<file path="src/hwsu_pkg.sv">
// Constants, types and register layout for the halfword/word store unit
package hwsu_pkg;

  // ****************************************************************
  // Widths
  // ****************************************************************
  localparam int ADDR_W = 32;
  localparam int DATA_W = 32;
  localparam int DISP_W = 9;
  localparam int LANES  = 4;

  // ****************************************************************
  // Store kinds
  // ****************************************************************
  typedef enum logic [1:0] {
    HWSU_HALF_DISP = 2'h0,
    HWSU_WORD      = 2'h1,
    HWSU_WORD_DISP = 2'h2
  } hwsu_kind_e;

  // ****************************************************************
  // Byte placement constants
  // ****************************************************************
  localparam logic [1:0] HALF_SWAP = 2'h1;
  localparam logic [1:0] WORD_SWAP = 2'h3;

  // ****************************************************************
  // APB register map (byte addresses)
  // ****************************************************************
  localparam logic [7:0] OFF_STATUS  = 8'h00;
  localparam logic [7:0] OFF_MISADDR = 8'h04;
  localparam logic [7:0] OFF_STCNT   = 8'h08;
  localparam logic [7:0] OFF_SUPCNT  = 8'h0C;

  // Status word fields
  localparam int BIT_BYTE_ORDER = 0;
  localparam int BIT_TRAP_EN    = 1;
  localparam int BIT_MISAL_FLAG = 2;
  localparam int BIT_TRAP_PEND  = 3;

  // Reset values
  localparam logic        RST_BYTE_ORDER = 1'h0;
  localparam logic        RST_TRAP_EN    = 1'h0;
  localparam logic        RST_MISAL_FLAG = 1'h0;
  localparam logic [31:0] RST_WORD       = 32'h0000_0000;

  // I/O aperture defaults
  localparam logic [31:0] MMIO_BASE_DEF = 32'hF000_0000;
  localparam logic [31:0] MMIO_SIZE_DEF = 32'h0020_0000;

endpackage

</file>
<file path="src/hwsu_req_if.sv">
// Carrier between store unit core, address generator and lane placer
`timescale 1ns/1ps
`default_nettype none
interface hwsu_req_if;
  logic [31:0]         base;
  logic [8:0]          disp;
  hwsu_pkg::hwsu_kind_e kind;
  logic [31:0]         data;
  logic                big_endian;
  logic [31:0]         eff_addr;
  logic                misaligned;
  logic                in_mmio;
  logic [3:0]          be;
  logic [31:0]         wdata;

  modport core  (output base, disp, kind, data, big_endian,
                 input  eff_addr, misaligned, in_mmio, be, wdata);
  modport agen  (input  base, disp, kind,
                 output eff_addr, misaligned, in_mmio);
  modport lanes (input  eff_addr, kind, data, big_endian, in_mmio,
                 output be, wdata);
endinterface
`default_nettype wire

</file>
<file path="src/hwsu_store_unit.sv">
// Guarded halfword/word store unit with APB status and control
`timescale 1ns/1ps
`default_nettype none
module hwsu_store_unit #(
  parameter logic [31:0] MMIO_BASE = hwsu_pkg::MMIO_BASE_DEF,
  parameter logic [31:0] MMIO_SIZE = hwsu_pkg::MMIO_SIZE_DEF
) (
  // Clock and reset
  input  wire logic        sys_clk_in,
  input  wire logic        srst_in,
  // Store issue
  input  wire logic        store_valid_in,
  input  wire logic [1:0]  store_kind_in,
  input  wire logic [31:0] base_operand_in,
  input  wire logic [8:0]  disp_in,
  input  wire logic [31:0] store_operand_in,
  input  wire logic        guard_present_in,
  input  wire logic        guard_bit_in,
  input  wire logic        interruptible_jump_in,
  // Memory and data cache
  output logic             mem_wr_out,
  output logic [31:0]      mem_addr_out,
  output logic [3:0]       mem_be_out,
  output logic [31:0]      mem_wdata_out,
  output logic             mem_mmio_out,
  output logic             cache_touch_out,
  // Status toward the core
  output logic             misaligned_store_flag_out,
  output logic             exception_req_out,
  // APB slave
  input  wire logic        psel_in,
  input  wire logic        penable_in,
  input  wire logic        pwrite_in,
  input  wire logic [7:0]  paddr_in,
  input  wire logic [31:0] pwdata_in,
  output logic [31:0]      prdata_out,
  output logic             pready_out,
  output logic             pslverr_out
);

  // ****************************************************************
  // Types and state
  // ****************************************************************
  typedef enum logic [2:0] {
    HWSU_TR_IDLE  = 3'h1,
    HWSU_TR_ARMED = 3'h2,
    HWSU_TR_REQ   = 3'h4
  } hwsu_trap_e;

  hwsu_trap_e  trap_reg;
  hwsu_trap_e  trap_next;

  logic        byte_order_bit_reg;
  logic        trap_enable_reg;
  logic        misal_flag_reg;
  logic [31:0] misaddr_reg;
  logic [31:0] stcnt_reg;
  logic [31:0] supcnt_reg;

  logic        pready_reg;
  logic        pslverr_reg;
  logic [31:0] prdata_reg;
  logic [31:0] prdata_next;
  logic        map_hit;

  logic        mem_wr_reg;
  logic [31:0] mem_addr_reg;
  logic [3:0]  mem_be_reg;
  logic [31:0] mem_wdata_reg;
  logic        mem_mmio_reg;
  logic        exc_req_reg;
  logic        touch_reg;

  logic        take;
  logic        enabled;
  logic        set_flag;
  logic        apb_acc;
  logic        apb_wr;

  hwsu_req_if req ();

  // ****************************************************************
  // Address generation and byte placement
  // ****************************************************************
  assign req.base       = base_operand_in;
  assign req.disp       = disp_in;
  assign req.kind       = hwsu_pkg::hwsu_kind_e'(store_kind_in);
  assign req.data       = store_operand_in;
  assign req.big_endian = byte_order_bit_reg;

  hwsu_agen #(
    .MMIO_BASE (MMIO_BASE),
    .MMIO_SIZE (MMIO_SIZE)
  ) u_agen (
    .req (req.agen)
  );

  hwsu_lanes u_lanes (
    .req (req.lanes)
  );

  // ****************************************************************
  // Guard and side effects
  // ****************************************************************
  // Absent guard always acts; given guard acts on its lsb
  assign enabled  = !guard_present_in || guard_bit_in;
  assign take     = store_valid_in && enabled;
  assign set_flag = take && req.misaligned;

  // Memory request: misaligned stores and halfwords into the
  // aperture are dropped, since their results are undefined anyway
  always_ff @(posedge sys_clk_in) begin
    if (srst_in) begin
      mem_wr_reg <= 1'b0;
      mem_mmio_reg <= 1'b0;
    end else begin
      mem_wr_reg <= take && !req.misaligned &&
                    !(req.in_mmio &&
                      req.kind == hwsu_pkg::HWSU_HALF_DISP);
      mem_mmio_reg <= take && req.in_mmio;
    end
  end

  // Cache status moves only for a written, cacheable store
  always_ff @(posedge sys_clk_in) begin
    if (srst_in) begin
      touch_reg <= 1'b0;
    end else begin
      touch_reg <= take && !req.misaligned && !req.in_mmio;
    end
  end

  always_ff @(posedge sys_clk_in) begin
    if (srst_in) begin
      mem_addr_reg  <= hwsu_pkg::RST_WORD;
      mem_be_reg    <= 4'h0;
      mem_wdata_reg <= hwsu_pkg::RST_WORD;
    end else if (take) begin
      mem_addr_reg  <= {req.eff_addr[31:2], 2'h0};
      mem_be_reg    <= req.be;
      mem_wdata_reg <= req.wdata;
    end
  end

  // ****************************************************************
  // Status word: byte order, trap enable, sticky flag
  // ****************************************************************
  assign apb_acc = psel_in && penable_in && pready_reg;
  assign apb_wr  = apb_acc && pwrite_in &&
                   paddr_in == hwsu_pkg::OFF_STATUS;

  always_ff @(posedge sys_clk_in) begin
    if (srst_in) begin
      byte_order_bit_reg <= hwsu_pkg::RST_BYTE_ORDER;
      trap_enable_reg    <= hwsu_pkg::RST_TRAP_EN;
    end else if (apb_wr) begin
      byte_order_bit_reg <= pwdata_in[hwsu_pkg::BIT_BYTE_ORDER];
      trap_enable_reg    <= pwdata_in[hwsu_pkg::BIT_TRAP_EN];
    end
  end

  // Write one clears; a new misaligned store wins over the clear
  always_ff @(posedge sys_clk_in) begin
    if (srst_in) begin
      misal_flag_reg <= hwsu_pkg::RST_MISAL_FLAG;
    end else if (set_flag) begin
      misal_flag_reg <= 1'b1;
    end else if (apb_wr && pwdata_in[hwsu_pkg::BIT_MISAL_FLAG]) begin
      misal_flag_reg <= 1'b0;
    end
  end

  always_ff @(posedge sys_clk_in) begin
    if (srst_in) begin
      misaddr_reg <= hwsu_pkg::RST_WORD;
    end else if (set_flag) begin
      misaddr_reg <= req.eff_addr;
    end
  end

  // ****************************************************************
  // Store counters
  // ****************************************************************
  always_ff @(posedge sys_clk_in) begin
    if (srst_in) begin
      stcnt_reg  <= hwsu_pkg::RST_WORD;
      supcnt_reg <= hwsu_pkg::RST_WORD;
    end else begin
      if (take) begin
        stcnt_reg <= stcnt_reg + 32'h0000_0001;
      end
      if (store_valid_in && !enabled) begin
        supcnt_reg <= supcnt_reg + 32'h0000_0001;
      end
    end
  end

  // ****************************************************************
  // Deferred misaligned-store trap
  // ****************************************************************
  always_comb begin
    trap_next = trap_reg;
    unique case (trap_reg)
      HWSU_TR_IDLE: begin
        if (set_flag && trap_enable_reg) begin
          trap_next = HWSU_TR_ARMED;
        end
      end
      HWSU_TR_ARMED: begin
        if (interruptible_jump_in) begin
          trap_next = HWSU_TR_REQ;
        end
      end
      HWSU_TR_REQ: begin
        if (set_flag && trap_enable_reg) begin
          trap_next = HWSU_TR_ARMED;
        end else begin
          trap_next = HWSU_TR_IDLE;
        end
      end
      default: begin
        trap_next = HWSU_TR_IDLE;
      end
    endcase
  end

  always_ff @(posedge sys_clk_in) begin
    if (srst_in) begin
      trap_reg <= HWSU_TR_IDLE;
    end else begin
      trap_reg <= trap_next;
    end
  end

  always_ff @(posedge sys_clk_in) begin
    if (srst_in) begin
      exc_req_reg <= 1'b0;
    end else begin
      exc_req_reg <= (trap_reg == HWSU_TR_ARMED) &&
                     interruptible_jump_in;
    end
  end

  // ****************************************************************
  // APB slave: one wait state, error on unmapped address
  // ****************************************************************
  always_comb begin
    map_hit     = 1'b1;
    prdata_next = 32'h0000_0000;
    unique case (paddr_in)
      hwsu_pkg::OFF_STATUS: begin
        prdata_next[hwsu_pkg::BIT_BYTE_ORDER] = byte_order_bit_reg;
        prdata_next[hwsu_pkg::BIT_TRAP_EN]    = trap_enable_reg;
        prdata_next[hwsu_pkg::BIT_MISAL_FLAG] = misal_flag_reg;
        prdata_next[hwsu_pkg::BIT_TRAP_PEND]  =
          (trap_reg == HWSU_TR_ARMED);
      end
      hwsu_pkg::OFF_MISADDR: begin
        prdata_next = misaddr_reg;
      end
      hwsu_pkg::OFF_STCNT: begin
        prdata_next = stcnt_reg;
      end
      hwsu_pkg::OFF_SUPCNT: begin
        prdata_next = supcnt_reg;
      end
      default: begin
        map_hit = 1'b0;
      end
    endcase
  end

  always_ff @(posedge sys_clk_in) begin
    if (srst_in) begin
      pready_reg  <= 1'b0;
      pslverr_reg <= 1'b0;
      prdata_reg  <= hwsu_pkg::RST_WORD;
    end else begin
      pready_reg  <= psel_in && penable_in && !pready_reg;
      pslverr_reg <= psel_in && penable_in && !pready_reg && !map_hit;
      if (psel_in && penable_in && !pready_reg && !pwrite_in) begin
        prdata_reg <= prdata_next;
      end else begin
        prdata_reg <= 32'h0000_0000;
      end
    end
  end

  // ****************************************************************
  // Outputs
  // ****************************************************************
  assign mem_wr_out                = mem_wr_reg;
  assign mem_addr_out              = mem_addr_reg;
  assign mem_be_out                = mem_be_reg;
  assign mem_wdata_out             = mem_wdata_reg;
  assign mem_mmio_out              = mem_mmio_reg;
  assign cache_touch_out           = touch_reg;
  assign misaligned_store_flag_out = misal_flag_reg;
  assign exception_req_out         = exc_req_reg;
  assign prdata_out                = prdata_reg;
  assign pready_out                = pready_reg;
  assign pslverr_out               = pslverr_reg;

endmodule
`default_nettype wire

</file>
<file path="src/hwsu_agen.sv">
// Effective address, alignment check and aperture hit for a store
`timescale 1ns/1ps
`default_nettype none
module hwsu_agen #(
  parameter logic [31:0] MMIO_BASE = hwsu_pkg::MMIO_BASE_DEF,
  parameter logic [31:0] MMIO_SIZE = hwsu_pkg::MMIO_SIZE_DEF
) (
  hwsu_req_if.agen req
);
  logic [31:0] disp_ext;
  logic [31:0] mmio_off;

  // Plain word store forces a zero displacement
  always_comb begin
    if (req.kind == hwsu_pkg::HWSU_WORD) begin
      disp_ext = 32'h0000_0000;
    end else begin
      disp_ext = {{23{req.disp[8]}}, req.disp};
    end
  end

  // Wraps modulo 2^32
  assign req.eff_addr = req.base + disp_ext;
  assign mmio_off     = req.eff_addr - MMIO_BASE;
  assign req.in_mmio  = (mmio_off < MMIO_SIZE);

  always_comb begin
    if (req.kind == hwsu_pkg::HWSU_HALF_DISP) begin
      req.misaligned = req.eff_addr[0];
    end else begin
      req.misaligned = (req.eff_addr[1:0] != 2'h0);
    end
  end
endmodule
`default_nettype wire

</file>
<file path="src/hwsu_lanes.sv">
// Byte lane enables and write data placement for a store
`timescale 1ns/1ps
`default_nettype none
module hwsu_lanes (
  hwsu_req_if.lanes req
);
  logic [1:0] swap;
  logic [1:0] off;

  always_comb begin
    req.be    = 4'h0;
    req.wdata = 32'h0000_0000;
    swap      = 2'h0;
    off       = 2'h0;
    if (req.kind == hwsu_pkg::HWSU_HALF_DISP) begin
      // Byte k of the halfword (k=0 high) lands at offset k ^ swap
      swap = req.big_endian ? 2'h0 : hwsu_pkg::HALF_SWAP;
      off  = {req.eff_addr[1], 1'b0};
      req.be[off] = 1'b1;
      req.be[off | 2'h1] = 1'b1;
      req.wdata[8*(off | (2'h0 ^ swap)) +: 8] = req.data[15:8];
      req.wdata[8*(off | (2'h1 ^ swap)) +: 8] = req.data[7:0];
    end else if (req.in_mmio) begin
      // Register sees the operand unchanged whatever the byte order
      req.be    = 4'hF;
      req.wdata = req.data;
    end else begin
      swap    = req.big_endian ? 2'h0 : hwsu_pkg::WORD_SWAP;
      req.be  = 4'hF;
      for (int k = 0; k < 4; k++) begin
        req.wdata[8*(2'(k) ^ swap) +: 8] = req.data[8*(3-k) +: 8];
      end
    end
  end
endmodule
`default_nettype wire

</file>
<file path="config.mk">
export PLATFORM = sky130hd
export DESIGN_NAME = hwsu_store_unit
export DESIGN_NICKNAME = d
export VERILOG_FILES = /design/src/hwsu_pkg.sv /design/src/hwsu_req_if.sv /design/src/hwsu_store_unit.sv /design/src/hwsu_agen.sv /design/src/hwsu_lanes.sv
export SDC_FILE = /design/constraint.sdc
export NUM_CORES = 1
export LEC_CHECK = 0
export BUFFER_PORTS_ARGS = -buffer_cell sky130_fd_sc_hd__buf_2
export CELL_PAD_IN_SITES_DETAIL_PLACEMENT = 0
export CELL_PAD_IN_SITES_GLOBAL_PLACEMENT = 1
export CORE_ASPECT_RATIO = 1.4
export CORE_MARGIN = 2
export CORE_UTILIZATION = 23
export CTS_CLUSTER_DIAMETER = 100
export DETAILED_ROUTE_END_ITERATION = 8
export PLACE_DENSITY = 0.46
export SYNTH_ARGS = -nofsm -noshare
export SYNTH_HDL_FRONTEND = slang
export SYNTH_SLANG_ARGS = --single-unit
</file>
<file path="constraint.sdc">
create_clock -name sys_clk_in -period 7.6 [get_ports sys_clk_in]
set_input_delay 1.52 -clock sys_clk_in [delete_from_list [all_inputs] [get_ports sys_clk_in]]
set_output_delay 1.52 -clock sys_clk_in [all_outputs]
set_load 0.02 [all_outputs]
</file>
==> results of run 1 <==
power by group through the flow:
stage,Clock [uW],Sequential [uW],Combinational (uW)
3_5_place_dp,0,1170,472
4_1_cts,1300,1150,473
3_3_place_gp,0,1170,471
2_1_floorplan,0,1190,264
6_report,1240,1150,466
5_1_grt,1340,1150,510
cells by family (layout without fill, tap and decap cells):
kind of cell,after synthesis,in the layout,synth area share
compound gates,364,364,0.219
xor+xnor,83,83,0.0615
fa+ha+maj,20,20,0.0218
buf+inv,140,282,0.0514
flops,204,204,0.346
mux,40,40,0.0399
other cells,1,3,0.000317
simple gates,632,632,0.260
cells in the final DEF (no fill, tap or decap), types with 27 or more instances in the layout:
| cell type | n |
|---|---|
| sky130_fd_sc_hd__nand2_1 | 177 |
| sky130_fd_sc_hd__and2_1 | 36 |
| sky130_fd_sc_hd__a22oi_1 | 31 |
| sky130_fd_sc_hd__nand3_1 | 35 |
| sky130_fd_sc_hd__nor2_1 | 184 |
| sky130_fd_sc_hd__a21oi_1 | 68 |
| sky130_fd_sc_hd__xnor2_1 | 37 |
| sky130_fd_sc_hd__mux2_2 | 27 |
| sky130_fd_sc_hd__dfxtp_1 | 204 |
| sky130_fd_sc_hd__buf_2 | 198 |
| sky130_fd_sc_hd__a31oi_1 | 38 |
| sky130_fd_sc_hd__xor2_1 | 45 |
| sky130_fd_sc_hd__or3_1 | 45 |
| sky130_fd_sc_hd__o21ai_1 | 27 |
synthesized netlist by cell type (20+ instances only):
master and number:
sky130_fd_sc_hd__a211oi_1 23, sky130_fd_sc_hd__a21oi_1 68, sky130_fd_sc_hd__a22oi_1 31, sky130_fd_sc_hd__a31oi_1 38, sky130_fd_sc_hd__a41o_1 21, sky130_fd_sc_hd__and2_1 37
sky130_fd_sc_hd__and3_1 21, sky130_fd_sc_hd__clkbuf_1 82, sky130_fd_sc_hd__dfxtp_1 204, sky130_fd_sc_hd__mux2_2 27, sky130_fd_sc_hd__nand2_1 177, sky130_fd_sc_hd__nand3_1 35
sky130_fd_sc_hd__nand4_1 20, sky130_fd_sc_hd__nor2_1 188, sky130_fd_sc_hd__nor3_1 25, sky130_fd_sc_hd__o21ai_0 25, sky130_fd_sc_hd__o21ai_1 27, sky130_fd_sc_hd__or3_1 45
sky130_fd_sc_hd__xnor2_1 37, sky130_fd_sc_hd__xor2_1 46
final cells by class:
| cell class | count | area, um2 | share of cell area |
|---|---|---|---|
| clock buffer | 38 | 766 | 0.0541 |
| timing repair buffer | 221 | 1160 | 0.0822 |
| inverter | 15 | 56.3 | 0.00398 |
| sequential | 204 | 4080 | 0.288 |
| clock inverter | 8 | 85.1 | 0.00601 |
| tap | 650 | 813 | 0.0574 |
| antenna | 1 | 2.50 | 0.000177 |
| multi-input combinational | 1141 | 7190 | 0.508 |
per-stage QoR:
step / setup WS [ns] / power (uW) / cell area, um2 / hold WS [ns] / utilization
floorplan: 2.43 / 1450 / 11800 / 0.433 / -
global placement: 1.10 / 1640 / 13300 / 0.434 / 0.261
global route: 1.36 / 3000 / 14200 / 0.469 / 0.278
detailed placement: 1.10 / 1650 / 13300 / 0.436 / 0.261
CTS: 1.69 / 2920 / 14200 / 0.448 / 0.278
finish: 1.66 / 2860 / 14200 / 0.444 / 0.278
final timing paths:
check             slack (ns)                             end                       startpoint  cells past startpoint
setup / recovery        1.66  mem_wdata_out[31]$_SDFFE_PP0P_                 store_kind_in[1]                     15
hold / removal          0.44  mem_wdata_out[28]$_SDFFE_PP0P_   mem_wdata_out[28]$_SDFFE_PP0P_                      2
setup reg to reg        3.89  mem_wdata_out[11]$_SDFFE_PP0P_  byte_order_bit_reg$_SDFFE_PP0P_                      8
hold reg to reg         0.44  mem_wdata_out[28]$_SDFFE_PP0P_   mem_wdata_out[28]$_SDFFE_PP0P_                      2
layer usage:
layer	up-vias	wire length, um	global-route usage
li1	5646	-	-
met1	5544	18900	0.199
met2	287	25100	0.332
met3	67	2060	0.0239
met4	0	1420	0.0605
met5	-	0	0
critical path: cells and delay by family:
kind | cells | cell delay, ns
simple gates | 4 | 1.50
buf+inv | 2 | 0.70
fa+ha+maj | 2 | 0.63
compound gates | 7 | 2.00
==> summary.txt, run 1 <==
Run status
  – Outcome: completed

Pwr
  – Switching part of the total power: 0.303
  – Combinational share of power: 0.163
  – Proportion of power drawn by flip-flops and latches: 0.402
  – Internal cell power: 1990 uW
  – Net Sw Power: 865 uW
  – Power Dens Cells: ~200 nW/um2
  – Leak Pwr: 0.00539 uW
  – Peak supply drop: around 130 uV
  – Part of the total power dissipated in the clock network: 0.435

Clock tree
  – Total clock buffers created by CTS: 26
  – Clock root cell: sky130_fd_sc_hd__clkbuf_16
  – Number of resized instances in the post-cts repair step: 0
  – Sink Count: slightly above 200
  – Setup Buffers After CTS: 0
  – CTS tree: yes
  – Clock transition at the register clock pins on the worst setup and hold paths after CTS: approximately 0.060 ns
  – Clock buffer depth: 3
  – Source-to-sink clock delay at the later pin of the worst-skew pair: about 0.56 ns
  – Hold-fix buffers, CTS: 0
  – CTS H-tree lvls: 1

Timing
  – Worst Skew: roughly 0.012 ns
  – Achievable frequency: approximately 170 MHz
  – Min Clock Period, post-route: 5.94 ns
  – Total negative slack: 0 ns
  – Final Max Tran Viols: 0
  – RSZ-0062 raised after global routing: false
  – Final Hold Viols: 0
  – Worst max-slew margin expressed relative to the limit: 0.239
  – Period utilisation layout: 0.781
  – Finish-stage setup viols: 0
  – Transition time at the pin with the least slew margin: ~1.1 ns

Global routing
  – Pin count of the biggest net entering global routing: 66
  – Vias in the first global route: 11,602
  – Tot GR Track Use: 0.175
  – Total global routing overflow: 0
  – Antenna violations before repair: 0
  – First-pass GRT wire length: ~72 mm

Route
  – Vias post-DR: between 10,000 and 15,000
  – Post-detailed-route count of antenna-violating nets: 0
  – Wire per inst: 20.9 um
  – Total DRC errors in the routed layout: 0
  – Number of detailed-routing iterations run before antenna repair: 5
  – Drt via density: a little over 5
  – Final wirelength: 47.5 mm
  – Count of routing violations after the opening detailed-route iteration: 565

Setup path
  – Maximum fanout count along the critical path: 65
  – Ordered list of cells on the worst path: buf_2 > nand2b_1 > and2_1 > ha_1 > fa_1 > a21o_1 > a221oi_2 > o21a_1 > a41oi_1 > or3_1 > a211oi_1 > and4bb_2 > buf_4 > a31oi_1 > o31ai_1
  – Required time at the endpoint of the critical path: ~8.1 ns
  – Startpoint-to-endpoint class of the critical path: input port to flop
  – CP max stage cell: sky130_fd_sc_hd__buf_4
  – Kind of end point of the critical path: flop
  – Critical path launch point type: input port
  – Peak per-stage delay on the critical path: approximately 0.57 ns
  – Data arrival at the endpoint of the critical path: approximately 6.4 ns

Yosys
  – Synthesis warning total: 0
  – Share of synthesized registers carrying an async set or reset: 0
  – Fraction of synthesized cell area taken by the top area cell type: 0.346
  – Flip-flop cell with the highest count after synthesis: sky130_fd_sc_hd__dfxtp_1
  – Largest cells by area after synthesis: sky130_fd_sc_hd__dfxtp_1 35%, sky130_fd_sc_hd__nor2_1 6.0%, sky130_fd_sc_hd__nand2_1 5.6%
  – Count of distinct cell types in the synthesized netlist: 80
  – Area leader, netlist: sky130_fd_sc_hd__dfxtp_1
  – Number of standard cells after synthesis: roughly 1,500
  – Synthesized area divided by synthesized cell count: ~8 um2
  – Sequential fraction of the synthesis area: 0.346
  – Post-synth EDFFs: 0
  – Area of the mapped netlist: between 10,000 and 15,000 um2
  – Number of storage elements in the synthesis netlist: just over 200

Placement
  – Cell Count Post-Placement: 2,231
  – RD Place Congestion: between 0.8 and 0.9
  – Total half-perimeter wirelength after legalization and detailed placement: roughly 34 mm
  – # port buffers: between 150 and 200

Die
  – Num ports: ~230
  – Area of the core: approximately 51,000 um2
  – Chip Height: about 270 um
  – Overall die width: 196 um
  – Total Die Area: 53,200 um2
  – Number of standard-cell rows in the floorplan: between 90 and 100
  – Initial cell density of the core: 0.232

Finish
  – Proportion of layout cells with a drive suffix above 1: 0.194
  – Number of fillers in the final layout: roughly 5,500
  – Post-layout nets: 1,753
  – Area Growth Syn to Fin: 19.8%
  – Number of standard cells in the layout, taps in and fillers out: between 2,000 and 2,500

Flow run
  – Max cap viols: 0

Min path
  – Worst min-delay path class: flop to flop
Power figures use the tool's default switching activity.
==> run 2, diff against run 1 <==
==> constraint.sdc (replaced) <==
create_clock -name sys_clk_in -period 5.47 [get_ports sys_clk_in]
set_input_delay 1.094 -clock sys_clk_in [delete_from_list [all_inputs] [get_ports sys_clk_in]]
set_output_delay 1.094 -clock sys_clk_in [all_outputs]
set_load 0.02 [all_outputs]
==> run 2 against run 1 <==
Compared with the run above:
- total power up 37%
- worst setup slack worse by 0.81 ns
- worst hold slack about the same
- core utilization up 0.20 points
- clock-buffer cell count up 2
- clock power up 33%
- cell area up 0.72%
- combinational power up 43%
- die area unchanged
- clock skew down 0.0034 ns
- critical path type unchanged
- critical endpoint is now mem_wdata_out[4]$_SDFFE_PP0P_
==> summary.txt, run 2 (synthesized netlist as in run 1, its figures left out) <==
Run status
  – Outcome: completed

Pwr
  – Peak supply drop: roughly 190 uV
  – Switching part of the total power: 0.304
  – Power Dens Cells: ~270 nW/um2
  – Part of the total power dissipated in the clock network: 0.423
  – Combinational share of power: 0.170
  – Internal cell power: between 2000 and 3000 uW
  – Leak Pwr: about 0.0055 uW
  – Net Sw Power: ~1200 uW
  – Proportion of power drawn by flip-flops and latches: 0.407

Placement
  – RD Place Congestion: slightly above 0.8
  – Total half-perimeter wirelength after legalization and detailed placement: 34.4 mm
  – Cell Count Post-Placement: roughly 2,200
  – # port buffers: between 150 and 200

Min path
  – Worst Hold End: mem_wdata_out[17]$_SDFFE_PP0P_
  – Worst min-delay path class: flop to flop
  – Hold path depth: 2
  – Hold wc startpoint: mem_wdata_out[17]$_SDFFE_PP0P_

Global routing
  – Vias in the first global route: 11,539
  – Total global routing overflow: 0
  – First-pass GRT wire length: 71.8 mm
  – Antenna violations before repair: 0
  – Pin count of the biggest net entering global routing: 77
  – Tot GR Track Use: 0.175

Route
  – Vias post-DR: approximately 12,000
  – Number of detailed-routing iterations run before antenna repair: 6
  – Final wirelength: approximately 48 mm
  – Wire per inst: between 20 and 25 um
  – Total DRC errors in the routed layout: 0
  – Count of routing violations after the opening detailed-route iteration: between 600 and 700
  – Drt via density: ~5.1
  – Post-detailed-route count of antenna-violating nets: 0

Timing
  – Min Clock Period, post-route: 4.62 ns
  – RSZ-0062 raised after global routing: false
  – Achievable frequency: between 200 and 250 MHz
  – Worst Skew: around 0.0086 ns
  – Worst max-slew margin expressed relative to the limit: 0.302
  – Final Hold Viols: 0
  – Finish-stage setup viols: 0
  – Period utilisation layout: 0.844
  – Transition time at the pin with the least slew margin: ~1.0 ns
  – Final Max Tran Viols: 0
  – Total negative slack: 0 ns

Setup path
  – Data arrival at the endpoint of the critical path: just over 5 ns
  – Critical path launch point type: input port
  – Startpoint-to-endpoint class of the critical path: input port to flop
  – Kind of end point of the critical path: flop
  – Crit Reg-Reg Startpoint: byte_order_bit_reg$_SDFFE_PP0P_
  – FF-to-FF End: mem_wdata_out[11]$_SDFFE_PP0P_
  – Logic depth of the worst register-to-register path: 11
  – Maximum fanout count along the critical path: 35
  – Required time at the endpoint of the critical path: 5.93 ns
  – Register-to-register setup slack: roughly 2.2 ns

Die
  – Total Die Area: between 50,000 and 60,000 um2
  – Overall die width: slightly below 200 um
  – Area of the core: 50,900 um2
  – Chip Height: between 200 and 300 um
  – Num ports: between 200 and 250
  – Initial cell density of the core: 0.232
  – Number of standard-cell rows in the floorplan: just under 100

Finish
  – Number of standard cells in the layout, taps in and fillers out: 2,292
  – Post-layout nets: around 1,800
  – Most common library cell in the layout ignoring fill and taps: sky130_fd_sc_hd__dfxtp_1
  – Area Growth Syn to Fin: 20.7%
  – Number of antenna cells inserted: 0
  – Number of fillers in the final layout: roughly 5,500
  – Proportion of layout cells with a drive suffix above 1: 0.198
  – Commonest cells after routing, fill and taps aside: 204 x sky130_fd_sc_hd__dfxtp_1, 198 x sky130_fd_sc_hd__buf_2, 184 x sky130_fd_sc_hd__nor2_1
  – Layout Utilization: 0.280

Clock tree
  – Number of resized instances in the post-cts repair step: 0
  – Clock buffer depth: 3
  – Clock transition at the register clock pins on the worst setup and hold paths after CTS: 0.06 ns
  – CTS tree: yes
  – Clock root cell: sky130_fd_sc_hd__clkbuf_16
  – Sink Count: roughly 200
  – Total clock buffers created by CTS: 25
  – Setup Buffers After CTS: 0
  – Source-to-sink clock delay at the later pin of the worst-skew pair: approximately 0.56 ns
  – CTS H-tree lvls: 1
  – Hold-fix buffers, CTS: 0

Flow run
  – Max cap viols: 0
## run 2: cell count changes in the layout (fill, tap and decap cells not counted), sizes merged
cell      change
bufinv        -1
clkbuf        +2
buf          +15
inv           +1
clkinvlp      -2
diode         -1
## run 2: worst max path at each step
stage / startpoint / to / cells after the start
finish: store_kind_in[1] / mem_wdata_out[4]$_SDFFE_PP0P_ / 15
global route: store_kind_in[1] / mem_wdata_out[7]$_SDFFE_PP0P_ / 15
CTS: store_kind_in[1] / mem_wdata_out[0]$_SDFFE_PP0P_ / 15
detailed placement: store_kind_in[1] / mem_wdata_out[0]$_SDFFE_PP0P_ / 15
global placement: store_kind_in[1] / mem_wdata_out[4]$_SDFFE_PP0P_ / 15
floorplan: disp_in[8] / mem_wdata_out[0]$_SDFFE_PP0P_ / 19
## run 2: through the flow
step	worst slack, ns	hold WS (ns)	instance area [um2]	total power, uW
CTS	0.893	0.449	14300	4000
global route	0.540	0.467	14300	4110
finish	0.852	0.444	14300	3910
floorplan	0.724	0.433	11800	2020
global placement	0.354	0.434	13400	2300
detailed placement	0.325	0.440	13400	2300
## run 2: cell type report
cell class,count,area [um2],area share
Timing Repair Buffer,236,1330,0.0930
Tap cell,650,813,0.0570
Multi-Input combinational cell,1141,7170,0.503
Clock inverter,6,48.8,0.00342
Sequential cell,204,4080,0.286
Clock buffer,40,762,0.0534
Inverter,15,56.3,0.00395
## run 2: power by group through the flow
stage	clock network, uW	registers, uW	logic (uW)
after floorplan	0	1650	367
after global placement	0	1630	676
final	1650	1590	666
after detailed placement	0	1630	677
after global routing	1780	1600	727
after CTS	1730	1590	679
## run 2: critical path, stage by stage
cell	delay [ns]
sky130_fd_sc_hd__buf_2	0.13
sky130_fd_sc_hd__nand2b_1	0.16
sky130_fd_sc_hd__and2_1	0.17
sky130_fd_sc_hd__ha_1	0.22
sky130_fd_sc_hd__fa_1	0.41
sky130_fd_sc_hd__a21o_1	0.22
sky130_fd_sc_hd__a221oi_2	0.45
sky130_fd_sc_hd__o21ai_1	0.24
sky130_fd_sc_hd__o211a_1	0.28
sky130_fd_sc_hd__or3_1	0.32
sky130_fd_sc_hd__a211oi_1	0.23
sky130_fd_sc_hd__and4bb_2	0.50
sky130_fd_sc_hd__buf_12	0.25
sky130_fd_sc_hd__a31oi_1	0.12
sky130_fd_sc_hd__o31ai_1	0.26
## run 2: per-layer routing
layer | wire length (um) | track usage | share of wire
met4 | 1560 | 0.0621 | 0.033
met5 | 0 | 0 | 0
met1 | 18800 | 0.197 | 0.39
met2 | 25100 | 0.331 | 0.53
met3 | 2230 | 0.0245 | 0.047
